<file path="src/rtl/psh_pkg.sv">
// shared constants and types of the printer strobe handshake block
package psh_pkg;

	// register byte offsets
	localparam logic [3:0] REG_DATA_OFS   = 4'h0;
	localparam logic [3:0] REG_CTRL_OFS   = 4'h4;
	localparam logic [3:0] REG_STATUS_OFS = 4'h8;

	// control word: bit 8 asserted marks load print buffer
	localparam int CTRL_LPB_BIT = 8;

	// data word bit positions, data line 9 = bit 7 ... line 16 = bit 0
	localparam int DATA_BIT10 = 6;
	localparam int DATA_BIT11 = 5;
	localparam int PRINT_B6   = 5;
	localparam int PM_DOUBLE_BIT = 0;

	// status register bit positions
	localparam int ST_DATA_REQ  = 0;
	localparam int ST_COMPLETE  = 1;
	localparam int ST_STAT_IRQ  = 2;
	localparam int ST_TIMEOUT   = 3;
	localparam int ST_MOTOR_ON  = 4;
	localparam int ST_ACK_READY = 5;
	localparam int ST_LOADED    = 6;
	localparam int ST_BAD_CHAR  = 7;

	// character codes
	localparam logic [6:0] DELETE_CODE    = 7'h7F;
	localparam logic [6:0] QUESTION_CODE  = 7'h3F;
	localparam logic [6:0] MOTOR_ON_CODE  = 7'h11;
	localparam logic [6:0] MOTOR_OFF_CODE = 7'h13;

	// data source select
	localparam logic [1:0] SRC_MOTOR   = 2'h0;
	localparam logic [1:0] SRC_PAPER   = 2'h1;
	localparam logic [1:0] SRC_INVALID = 2'h2;
	localparam logic [1:0] SRC_PRINT   = 2'h3;

	// timing
	localparam int CLK_MHZ        = 100;
	localparam int TICK_MS        = 250;
	localparam int TICK_CYCLES    = TICK_MS * 1000 * CLK_MHZ;
	localparam logic [7:0] IDLE_TICKS = 8'hF0;

	// reset values
	localparam logic [7:0] BUF_RST = 8'h00;

	typedef enum logic [2:0] {
		SEQ_IDLE   = 3'b001,
		SEQ_STROBE = 3'b010,
		SEQ_HALF   = 3'b100
	} psh_seq_type;

	typedef struct packed {
		logic        ack_s1;
		logic        ack_s2;
		logic        ack_ff;
		logic        ack_ready;
		logic        char_loaded;
		logic        data_irq;
		psh_seq_type seq;
		logic        paper_motion_first;
		logic        paper_motion_second;
		logic        lpb;
		logic        motor_on;
		logic        timeout;
		logic        op_complete;
		logic        status_irq;
		logic [7:0]  buf_data;
		logic [6:0]  pdata;
		logic [1:0]  sel;
		logic [24:0] tick_cnt;
		logic [7:0]  idle_cnt;
		logic        ph_valid;
		logic        ph_write;
		logic [3:0]  ph_addr;
		logic [31:0] rdata;
	} psh_state_type;

endpackage

</file>
<file path="src/rtl/psh_printer_strobe.sv">
// printer strobe and acknowledge sequencer with ahb-lite register port
//
// The AHB-Lite slave port and the register addresses were decided locally.
`timescale 1ns/1ps
`default_nettype none

module psh_printer_strobe
	import psh_pkg::*;
#(
	parameter int TICK_COUNT = TICK_CYCLES
) (
	// clock and reset
	input  wire logic        hclk,
	input  wire logic        hresetn,
	// ahb-lite slave
	input  wire logic        hsel,
	input  wire logic [31:0] haddr,
	input  wire logic [1:0]  htrans,
	input  wire logic        hwrite,
	input  wire logic [2:0]  hsize,
	input  wire logic [31:0] hwdata,
	input  wire logic        hready,
	output logic             hreadyout,
	output logic             hresp,
	output logic [31:0]      hrdata,
	// operator clear
	input  wire logic        clear_button,
	// printer link
	input  wire logic        ack_n,
	output logic             printer_strobe_n,
	output logic [6:0]       printer_data,
	output logic             source_sel_a,
	output logic             source_sel_b,
	// processor lines
	output logic             data_irq_n,
	output logic             status_irq_n,
	output logic             idle_timeout_n
);

	psh_state_type s_q;
	psh_state_type s_d;

	logic addr_go;
	logic wr_go;
	logic wr_data;
	logic wr_ctrl;
	logic instr_line;
	logic ctrl_bit8_n;
	logic buffer_reset_n;
	logic status_read_enable;
	logic strobe_ff;
	logic strobe_second_half;
	logic second_half_pulse;
	logic strobe_arm;
	logic strobe_inhibit_n;
	logic bad_char_detect_n;
	logic delete_detect_n;
	logic bit11_low_select_n;
	logic ack_rise;
	logic pm_busy;
	logic complete_set;
	logic [7:0] status_bits;
	logic [1:0] src;
	logic [6:0] char_out;

	//////////////////////////////////////////////////////////////////////////////
	// combinational decode

	always_comb begin
		addr_go = hsel && hready && htrans[1];
		wr_go   = s_q.ph_valid && s_q.ph_write;
		wr_data = wr_go && (s_q.ph_addr == REG_DATA_OFS);
		wr_ctrl = wr_go && (s_q.ph_addr == REG_CTRL_OFS);
		instr_line  = wr_ctrl;
		ctrl_bit8_n = !hwdata[CTRL_LPB_BIT];
		// lpb control word keeps the buffer cleared
		buffer_reset_n = !(instr_line && !ctrl_bit8_n);
		status_read_enable = addr_go && !hwrite && (haddr[3:0] == REG_STATUS_OFS);
		strobe_ff          = (s_q.seq == SEQ_STROBE) || (s_q.seq == SEQ_HALF);
		strobe_second_half = (s_q.seq == SEQ_HALF);
		second_half_pulse  = strobe_second_half;
		strobe_arm         = s_q.char_loaded || s_q.timeout;
		pm_busy            = s_q.paper_motion_first || s_q.paper_motion_second;
		// second paper motion strobe only when a double space is asked
		strobe_inhibit_n = !(s_q.paper_motion_second && !s_q.buf_data[PM_DOUBLE_BIT]);
		complete_set     = second_half_pulse && s_q.paper_motion_second;
		bad_char_detect_n  = s_q.buf_data[DATA_BIT10] || s_q.buf_data[DATA_BIT11];
		delete_detect_n    = (s_q.buf_data[6:0] != DELETE_CODE);
		bit11_low_select_n = !s_q.buf_data[DATA_BIT11];
		ack_rise = s_q.ack_s2 && !s_q.ack_ff;
		status_bits = '0;
		status_bits[ST_DATA_REQ]  = s_q.data_irq;
		status_bits[ST_COMPLETE]  = s_q.op_complete;
		status_bits[ST_STAT_IRQ]  = s_q.status_irq;
		status_bits[ST_TIMEOUT]   = s_q.timeout;
		status_bits[ST_MOTOR_ON]  = s_q.motor_on;
		status_bits[ST_ACK_READY] = s_q.ack_ready;
		status_bits[ST_LOADED]    = s_q.char_loaded;
		status_bits[ST_BAD_CHAR]  = !bad_char_detect_n;
		// data source for the next strobe
		if (pm_busy) begin
			src = SRC_PAPER;
		end else if (!s_q.char_loaded) begin
			src = SRC_MOTOR;
		end else if (s_q.lpb && !s_q.motor_on) begin
			src = SRC_MOTOR;
		end else if (s_q.lpb) begin
			src = SRC_PRINT;
		end else if (!bad_char_detect_n) begin
			src = SRC_INVALID;
		end else begin
			src = SRC_PRINT;
		end
		char_out = s_q.buf_data[6:0];
		char_out[PRINT_B6] = !bit11_low_select_n;
		if (!delete_detect_n) begin
			char_out = QUESTION_CODE;
		end
	end

	//////////////////////////////////////////////////////////////////////////////
	// next state

	always_comb begin
		s_d = s_q;
		// acknowledge synchroniser and flop
		s_d.ack_s1 = ack_n;
		s_d.ack_s2 = s_q.ack_s1;
		s_d.ack_ff = s_q.ack_s2;

		// bus address phase and read data
		s_d.ph_valid = addr_go;
		s_d.ph_write = addr_go && hwrite;
		s_d.ph_addr  = addr_go ? haddr[3:0] : s_q.ph_addr;
		if (addr_go && !hwrite) begin
			if (haddr[3:0] == REG_STATUS_OFS) begin
				s_d.rdata = {24'h000000, status_bits};
			end else if (haddr[3:0] == REG_DATA_OFS) begin
				s_d.rdata = {24'h000000, s_q.buf_data};
			end else begin
				s_d.rdata = 32'h00000000;
			end
		end

		// status read clears interrupting status
		if (status_read_enable) begin
			s_d.op_complete = 1'b0;
			s_d.status_irq  = 1'b0;
		end

		// processor writes
		if (wr_data || wr_ctrl) begin
			s_d.char_loaded = 1'b1;
			s_d.data_irq    = 1'b0;
			if (buffer_reset_n) begin
				s_d.buf_data = hwdata[7:0];
			end else begin
				s_d.buf_data = BUF_RST;
			end
		end
		if (wr_ctrl) begin
			s_d.lpb = !ctrl_bit8_n;
			s_d.paper_motion_first = ctrl_bit8_n;
		end

		// strobe sequence
		case (s_q.seq)
			SEQ_IDLE: begin
				if (strobe_arm && s_q.ack_ready) begin
					s_d.seq   = SEQ_STROBE;
					s_d.sel   = src;
					if (src == SRC_MOTOR) begin
						s_d.pdata = (s_q.lpb && s_q.char_loaded) ? MOTOR_ON_CODE : MOTOR_OFF_CODE;
					end else if (src == SRC_INVALID) begin
						s_d.pdata = QUESTION_CODE;
					end else if (src == SRC_PRINT && s_q.lpb) begin
						s_d.pdata = DELETE_CODE;
					end else if (src == SRC_PRINT) begin
						s_d.pdata = char_out;
					end else begin
						s_d.pdata = s_q.buf_data[6:0];
					end
				end
			end
			SEQ_STROBE: begin
				s_d.seq = SEQ_HALF;
				// an inhibited strobe gets no acknowledge, keep ready
				if (strobe_inhibit_n) begin
					s_d.ack_ready = 1'b0;
				end
			end
			SEQ_HALF: begin
				s_d.seq = SEQ_IDLE;
			end
			default: begin
				s_d.seq = SEQ_IDLE;
			end
		endcase

		// second half pulse
		if (second_half_pulse) begin
			if (s_q.paper_motion_first) begin
				s_d.paper_motion_first  = 1'b0;
				s_d.paper_motion_second = 1'b1;
			end else if (s_q.paper_motion_second) begin
				s_d.paper_motion_second = 1'b0;
				s_d.op_complete = 1'b1;
				s_d.status_irq  = 1'b1;
				if (!(wr_data || wr_ctrl)) begin
					s_d.char_loaded = 1'b0;
				end
			end else if (s_q.char_loaded) begin
				if (!(wr_data || wr_ctrl)) begin
					s_d.char_loaded = 1'b0;
				end
				s_d.data_irq = 1'b1;
				if (s_q.lpb) begin
					s_d.motor_on = 1'b1;
					if (!wr_ctrl) begin
						s_d.lpb = 1'b0;
					end
				end
			end else begin
				s_d.timeout  = 1'b0;
				s_d.motor_on = 1'b0;
			end
		end

		// acknowledge return rearms the strobe
		if (ack_rise) begin
			s_d.ack_ready = 1'b1;
		end

		// idle timer, cleared by a control write, held while writing data or in a second half
		if (wr_ctrl || clear_button) begin
			s_d.tick_cnt = '0;
			s_d.idle_cnt = '0;
		end else if (!wr_go && !strobe_second_half && !s_q.timeout && s_q.motor_on) begin
			if (s_q.tick_cnt == 25'(TICK_COUNT - 1)) begin
				s_d.tick_cnt = '0;
				s_d.idle_cnt = s_q.idle_cnt + 8'h01;
			end else begin
				s_d.tick_cnt = s_q.tick_cnt + 25'h0000001;
			end
		end
		if (s_q.idle_cnt == IDLE_TICKS) begin
			s_d.timeout  = 1'b1;
			s_d.idle_cnt = '0;
		end

		// clear pushbutton sets ready, clears sequence, loaded, paper motion, lpb, timeout and idle timer
		if (clear_button) begin
			s_d.ack_ready = 1'b1;
			s_d.seq       = SEQ_IDLE;
			s_d.char_loaded = 1'b0;
			s_d.paper_motion_first  = 1'b0;
			s_d.paper_motion_second = 1'b0;
			s_d.lpb     = 1'b0;
			s_d.timeout = 1'b0;
		end
	end

	//////////////////////////////////////////////////////////////////////////////
	// state register

	always_ff @(posedge hclk or negedge hresetn) begin
		if (!hresetn) begin
			s_q <= '{
				ack_s1: 1'b1, ack_s2: 1'b1, ack_ff: 1'b1,
				ack_ready: 1'b1,
				char_loaded: 1'b0, data_irq: 1'b0, seq: SEQ_IDLE,
				paper_motion_first: 1'b0, paper_motion_second: 1'b0,
				lpb: 1'b0, motor_on: 1'b0, timeout: 1'b0,
				op_complete: 1'b0, status_irq: 1'b0,
				buf_data: BUF_RST, pdata: 7'h00, sel: SRC_MOTOR,
				tick_cnt: 25'h0000000, idle_cnt: 8'h00,
				ph_valid: 1'b0, ph_write: 1'b0, ph_addr: 4'h0,
				rdata: 32'h00000000
			};
		end else begin
			s_q <= s_d;
		end
	end

	//////////////////////////////////////////////////////////////////////////////
	// outputs

	assign hreadyout        = 1'b1;
	assign hresp            = 1'b0;
	assign hrdata           = s_q.rdata;
	assign printer_strobe_n = !(strobe_ff && strobe_inhibit_n);
	assign printer_data     = s_q.pdata;
	assign source_sel_a     = s_q.sel[0];
	assign source_sel_b     = s_q.sel[1];
	assign data_irq_n       = !s_q.data_irq;
	assign status_irq_n     = !s_q.status_irq;
	assign idle_timeout_n   = !s_q.timeout;

	//////////////////////////////////////////////////////////////////////////////
	// assertions

	a_strobe_needs_ready: assert property (@(posedge hclk) disable iff (!hresetn)
		$rose(strobe_ff) |-> $past(s_q.ack_ready) && $past(strobe_arm))
		else $error("strobe started without ready");

	a_write_sets_loaded: assert property (@(posedge hclk) disable iff (!hresetn)
		(wr_data || wr_ctrl) && !clear_button |=> s_q.char_loaded)
		else $error("write did not set character loaded");

	a_write_clears_irq: assert property (@(posedge hclk) disable iff (!hresetn)
		(wr_data || wr_ctrl) && !second_half_pulse |=> !s_q.data_irq)
		else $error("write did not clear data interrupt");

	a_strobe_sequence: assert property (@(posedge hclk) disable iff (!hresetn)
		s_q.seq == SEQ_STROBE && !clear_button |=> s_q.seq == SEQ_HALF ##1 s_q.seq == SEQ_IDLE)
		else $error("strobe sequence broken");

	a_strobe_drops_ready: assert property (@(posedge hclk) disable iff (!hresetn)
		s_q.seq == SEQ_STROBE && strobe_inhibit_n && !ack_rise && !clear_button
		|=> !s_q.ack_ready)
		else $error("strobe did not clear ready");

	a_pulse_sets_irq: assert property (@(posedge hclk) disable iff (!hresetn)
		second_half_pulse && s_q.char_loaded && !pm_busy && !wr_go && !clear_button
		|=> s_q.data_irq && !s_q.char_loaded)
		else $error("second half did not hand back");

	a_ack_return_ready: assert property (@(posedge hclk) disable iff (!hresetn)
		!s_q.ack_s2 ##1 s_q.ack_s2 |=> s_q.ack_ready)
		else $error("acknowledge return did not set ready");

	a_lpb_no_capture: assert property (@(posedge hclk) disable iff (!hresetn)
		wr_ctrl && !ctrl_bit8_n |=> s_q.buf_data == BUF_RST)
		else $error("load print buffer captured data");

	a_pm_complete: assert property (@(posedge hclk) disable iff (!hresetn)
		complete_set && !clear_button |=> s_q.op_complete && s_q.status_irq)
		else $error("paper motion did not complete");

	a_idle_timeout: assert property (@(posedge hclk) disable iff (!hresetn)
		s_q.idle_cnt == IDLE_TICKS && !clear_button |=> s_q.timeout)
		else $error("idle count did not time out");

endmodule // psh_printer_strobe

`default_nettype wire

</file>
<file path="config.mk">
export PLATFORM = sky130hd
export DESIGN_NAME = psh_printer_strobe
export DESIGN_NICKNAME = d
export VERILOG_FILES = /design/src/rtl/psh_pkg.sv /design/src/rtl/psh_printer_strobe.sv
export SDC_FILE = /design/constraint.sdc
export NUM_CORES = 1
export LEC_CHECK = 0
export ABC_CLOCK_PERIOD_IN_PS = 2000
export BUFFER_PORTS_ARGS = -buffer_cell sky130_fd_sc_hd__buf_2
export CELL_PAD_IN_SITES_DETAIL_PLACEMENT = 1
export CELL_PAD_IN_SITES_GLOBAL_PLACEMENT = 1
export CORE_MARGIN = 1
export CORE_UTILIZATION = 35
export CTS_CLUSTER_DIAMETER = 60
export DETAILED_ROUTE_END_ITERATION = 10
export GPL_ROUTABILITY_DRIVEN = 1
export PLACE_DENSITY = 0.84
export SLEW_MARGIN = 20
export SYNTH_ARGS = -nofsm -noshare
export SYNTH_HDL_FRONTEND = slang
export SYNTH_SLANG_ARGS = --single-unit
</file>
<file path="constraint.sdc">
create_clock -name hclk -period 2 [get_ports hclk]
set_input_delay 0.2 -clock hclk [delete_from_list [all_inputs] [get_ports hclk]]
set_output_delay 0.2 -clock hclk [all_outputs]
set_load 0.05 [all_outputs]
</file>
==> results of run 1 <==
-- repair_timing --
item	CTS	global route
gates resized for setup	31	52
gates cloned	0	1
pin swaps	18	32
endpoints found under the hold margin	33	0
endpoints found under the setup margin	31	37
hold buffers	2	0
buffers inserted	12	9
-- cells in the mapped netlist, drive strengths merged (3+ instances only) --
cell type / n
a21oi: 34
a22oi: 3
a31oi: 3
a32o: 3
a32oi: 4
and2: 3
and3: 6
buf: 43
clkbuf: 22
dfrtp: 75
dfstp: 5
ha: 3
inv: 21
mux2: 3
mux2i: 9
nand2: 51
nand2b: 4
nand3: 29
nand4: 14
nor2: 25
nor2b: 3
nor3: 9
nor3b: 4
nor4: 7
o211ai: 3
o21ai: 36
o31ai: 10
or3: 9
or4: 13
or4b: 3
-- layout make-up --
type	count	area share [%]
clock buffer	13	4.62
clock inverter	3	0.444
inverter	21	1.40
multi-input combinational	341	39.8
sequential	80	35.7
tap	168	3.73
timing repair buffer	113	14.3
-- flip-flops by register name (all words and copies together), names as in the netlist --
register and flops:
printer_data 7, s_d 2, s_q 61, source_sel_b 1, hrdata 8, source_sel_a 1
-- logic make-up (layout without fill, tap and decap cells) --
family | count (synthesis) | after routing | share of synthesized area (%)
and+or+nand+nor | 188 | 188 | 23.6
AOI/OAI and AO/OA | 108 | 108 | 15.0
buffers and inverters | 86 | 150 | 10.9
DFF | 80 | 80 | 45.8
muxes | 12 | 12 | 2.82
xor gates and xnor gates | 4 | 4 | 0.799
adders and majority gates | 3 | 3 | 0.856
other | 2 | 26 | 0.171
-- worst min-delay path, cell delays in order --
cell and delay (ns):
buf_2 0.07, nand3_1 0.05, o21ai_0 0.06
-- path summary, 6_finish.rpt --
kind | slack (ns) | to | from
min in group asynchronous | 0.38 | hrdata[2] | hresetn
hold reg to reg | 0.36 | s_d[101] | s_d[102]
setup / recovery | -0.30 | s_q[40] | s_q[52]
setup reg to reg | -0.30 | s_q[40] | s_q[52]
max in group asynchronous | 0.94 | s_q[35] | hresetn
hold / removal | 0.09 | s_q[82] | hwdata[2]
-- layer usage --
| layer | up-vias | global-route usage [%] | wire length [um] |
|---|---|---|---|
| met1 | 1975 | 22.8 | 5110 |
| met2 | 108 | 37.0 | 7050 |
| met4 | 0 | 6.58 | 289 |
| met5 | - | 0 | 0 |
| met3 | 29 | 4.99 | 530 |
| li1 | 1831 | - | - |
-- placed cells by master (no fill, tap or decap), types with 4 or more instances in the layout --
cell,n
a32oi_1,4
nand3_2,6
dfstp_2,5
conb_1,26
inv_1,21
a21oi_1,15
nand2_1,49
and3_1,5
nor2_1,24
clkbuf_16,9
nand4_1,13
o31ai_1,10
a21oi_2,18
buf_2,40
mux2i_1,9
buf_6,11
or3_1,7
o21ai_0,23
nor3_1,9
nand3_1,21
or4_4,10
buf_4,58
o21ai_1,10
dfrtp_1,74
nand2b_1,4
-- power breakdown --
part           total (mW)  switching [mW]  internal (mW)
Clock                1.58           0.666          0.917
Combinational       0.493           0.380          0.114
Sequential           1.78          0.0753           1.70
Total                3.85            1.12           2.73
==> impl_metrics.csv, run 1 <==
group,metric,value,unit
synthesis,synth_top_cell_area_share,42.8,%
routing,dr.pass1.iters,4,
final_layout,fin_area,5630,um2
final_layout,fill_cells,1421,
global_routing,grt_pass1_wl,20500,um
floorplanning,rows,40,
sta,slew_headroom,58.9,%
floorplanning,fp.dieH,114,um
floorplanning,pin_count,123,
synthesis,synth_cell_type_count,56,
critical_path,required,2.27,ns
global_routing,grt_max_degree,41,
final_layout,ff_latch_area,2010,um2
placement,place_congestion,0.809,
hold_path,hold_depth,3,
clocking,cts_tree,"built",
critical_path,critPathTopFamily,"simple AND/OR/NAND/NOR gates",
critical_path,crit_fanout,3,
clocking,cts.sinks,80,
routing,ant_nets,0,
routing,wire_per_inst,17.6,um
synthesis,ys_warn_count,0,
clocking,cts-htree-levels,3,
sta,fin_ws,-0.300,ns
critical_path,cp.buffers_inverters,1,
clocking,cts-root-buf,"clkbuf_16",
final_layout,layout-drive-gt1-share,34.2,%
sta,setup_viol_count_final,32,
floorplanning,design.die.area,13000,um2
sta,timing.final.crit_share,115,%
global_routing,grt_antenna_before_repair,0,
critical_path,cp_data_arrival_time,2.57,ns
clocking,clock_path_buffers,2,
final_layout,diodes,0,
critical_path,crit_chain,"or4b_4 > nor4_4 > buf_4 > nand3_4 > or4b_4 > a21oi_2",
run_status,violations,"setup timing",
final_layout,final_util,46.5,%
sta,min_period,2.30,ns
synthesis,synth_edf_count,0,
synthesis,synth_top_area_cell,"dfrtp_1",
critical_path,end_kind,"flop",
sta,hold_violations,0,
critical_path,worstRegToRegCells,6,
routing,routed_wl,13000,um
run_status,run_status,"finished with violations",
final_layout,area_growth,28.4,%
placement,place_inst,700,
routing,viasPerCell,5.34,
sta,maxSlewViolCount,0,
pwr,ir_drop,0.000376,V
synthesis,synth_cells,483,
critical_path,cp_slowest_cell,"or4b_4",
global_routing,grt-ovfl-total,0,
critical_path,slowest_delay,0.56,ns
routing,drt_iter0_drc,180,
placement,placed_area,4880,um2
sta,rsz0062_at_grt,"true",
placement,dp_hpwl,8600,um
synthesis,ys.flop_type,"dfrtp_1",
clocking,insertion_delay,0.34,ns
synthesis,ys_ff_latch,80,
placement,port_buffers,41,
hold_path,hold_path.class,"primary input to flop",
pwr,design_power_total,3.85,mW
final_layout,multiInputGateArea,2240,um2
routing,routed-via-count,3943,
critical_path,crit_top_cell,"or4b_4",
pwr,p_per_area,684,nW/um2
synthesis,async_flop_share,100,%
placement,post-place-ws,-0.279,ns
flow_run,maxCapViolCount,0,
global_routing,grt_pass1_vias,4136,
pwr,leakage,2.48,nW
synthesis,syn-cell-area,4390,um2
sta,finClkSkew,0.00442,ns
final_layout,fin_cells,739,
clocking,cts_buffers,9,
sta,setup_tns,-5.66,ns
floorplanning,chipWidth,114,um
routing,drc,0,
final_layout,finalNetCount,645,
synthesis,netlist_top_cells_area,"dfrtp_1 (43%), buf_4 (7.0%), nand2_1 (4.4%)",
floorplanning,start_util,36.2,%
sta,fmax,0.435,GHz
synthesis,ys_seq_area_share,45.8,%
synthesis,syn_avg_cell_area,9.08,um2
critical_path,crit_type,"flop to flop",
clocking,cts.reportedPaths.clkPinSlew,0.06,ns
critical_path,cp_num_cells,6,
floorplanning,fp.coreArea,12100,um2
global_routing,track_usage,20.2,%
sta,hold_slack,0.0868,ns
critical_path,start_kind,"flop",
sta,tightest_slew,0.609,ns
No activity file was read; power rests on OpenSTA's default activity.
==> run 2, diff against run 1 <==
- PLACE_DENSITY: 0.84 -> 0.73
- SKIP_CTS_REPAIR_TIMING: unset -> 1
==> run 2 against run 1 <==
  * The flow still finishes with violations (setup timing)
  * Via count down 2.6%
  * Largest power group is now clock
  * Critical path type unchanged
  * Register-to-register slack improved by 0.15 ns
  * Maximum frequency rose by 7.0%
==> impl_metrics.csv, run 2 (synthesis gave the netlist of run 1 again) <==
group,metric,value,unit
final_layout,fin_cells,736,
pwr,ir_drop,0.000473,V
critical_path,start_kind,"flop",
run_status,run_status,"finished with violations",
sta,rsz0062_at_grt,"true",
critical_path,end_kind,"flop",
sta,hold_violations,0,
routing,routed_wl,12600,um
sta,setup_viol_count_final,25,
final_layout,fill_cells,1402,
critical_path,crit_chain,"or4b_4 > nor4_4 > buf_6 > nand4_4 > or4b_1 > a21oi_1",
placement,place_congestion,0.856,
clocking,cts-htree-levels,3,
critical_path,cp_data_arrival_time,2.41,ns
floorplanning,fp.coreArea,12100,um2
routing,dr.pass1.iters,4,
routing,wire_per_inst,17.1,um
sta,timing.final.crit_share,107,%
global_routing,grt_pass1_vias,4043,
placement,port_buffers,41,
clocking,cts_buffers,9,
sta,fin_ws,-0.149,ns
critical_path,crit_type,"flop to flop",
run_status,violations,"setup timing",
hold_path,hold_path.class,"primary input to flop",
pwr,leakage,2.50,nW
floorplanning,pin_count,123,
critical_path,slowest_delay,0.56,ns
final_layout,diodes,0,
global_routing,track_usage,19.4,%
placement,place_inst,706,
final_layout,layout-drive-gt1-share,32.4,%
clocking,cts.sinks,80,
clocking,cts_tree,"built",
floorplanning,chipWidth,114,um
sta,min_period,2.15,ns
clocking,insertion_delay,0.34,ns
floorplanning,start_util,36.2,%
placement,post-place-ws,-0.198,ns
sta,setup_tns,-1.38,ns
final_layout,final_cell_mix,"dfrtp_1 (75), buf_4 (53), nand2_1 (49), buf_2 (40)",
sta,maxSlewViolCount,0,
critical_path,cp_slowest_cell,"or4b_4",
final_layout,largest_reg_flops,61,
placement,dp_hpwl,8420,um
sta,finClkSkew,0.00669,ns
final_layout,regMostFlops,"s_q",
clocking,clock_path_buffers,2,
pwr,p_per_area,740,nW/um2
final_layout,final_util,47.1,%
final_layout,area_growth,30.0,%
clocking,cts.reportedPaths.clkPinSlew,0.07,ns
sta,tightest_slew,0.501,ns
global_routing,grt_pass1_wl,19900,um
final_layout,layout_commonest_cell,"dfrtp_1",
routing,drc,0,
floorplanning,design.die.area,13000,um2
routing,ant_nets,0,
critical_path,crit_fanout,5,
routing,routed-via-count,3842,
sta,hold_slack,0.0842,ns
sta,fmax,0.465,GHz
final_layout,finalNetCount,642,
routing,viasPerCell,5.22,
global_routing,grt_antenna_before_repair,0,
routing,drt_iter0_drc,247,
pwr,design_power_total,4.22,mW
global_routing,grt_max_degree,46,
placement,placed_area,4940,um2
floorplanning,fp.dieH,114,um
flow_run,maxCapViolCount,0,
clocking,cts-root-buf,"clkbuf_16",
global_routing,grt-ovfl-total,0,
floorplanning,rows,40,
critical_path,required,2.27,ns
sta,slew_headroom,66.6,%
final_layout,fin_area,5700,um2
critical_path,r2r_slack,-0.15,ns
-- run 2: changes by cell type in the layout (fill, tap and decap cells not counted), moves of 3 or more --
cell / change
o21ai_1: -3
a21oi_1: +9
or4_1: +4
buf_4: -5
bufinv_16: +3
o21ai_0: +3
a21oi_2: -8
or4_4: -4
-- run 2: area by class of cell --
class	count	area (um2)	share of cell area [%]
multi-input cells	341	2220	39.0
flip-flops and latches	80	2010	35.2
repair buffers	110	831	14.6
clock buffers	9	225	3.95
well taps	168	210	3.69
clock inverters	7	128	2.24
inverters	21	78.8	1.38
-- run 2: layer usage --
layer  up-vias  track usage [%]  routed length [um]
met5         -                0                   0
met4         0             4.85                 130
met3        11             4.57                 406
met2        70             35.2                6690
met1      1932             22.9                5330
li1       1829                -                   -
-- run 2: final timing paths --
path | from | to | cells after the start
max | s_q[52] | s_q[45] | 6
min | hwdata[7] | s_q[87] | 3
max reg2reg | s_q[52] | s_q[45] | 6
min reg2reg | s_d[102] | s_d[101] | 0
max in group asynchronous | hresetn | s_d[102] | 3
min in group asynchronous | hresetn | hrdata[2] | 2
-- run 2: critical path: cells and delay by family (launching register included) --
kind | cells | cell delay [ns]
compound gates | 1 | 0.15
buf+inv | 1 | 0.18
simple gates | 4 | 1.35
flops | 1 | 0.39
-- run 2: report_power, final --
part	internal [mW]	leakage, nW	switching (mW)
Combinational	0.119	1.29	0.385
Clock	1.24	0.172	0.714
Sequential	1.70	1.04	0.0668
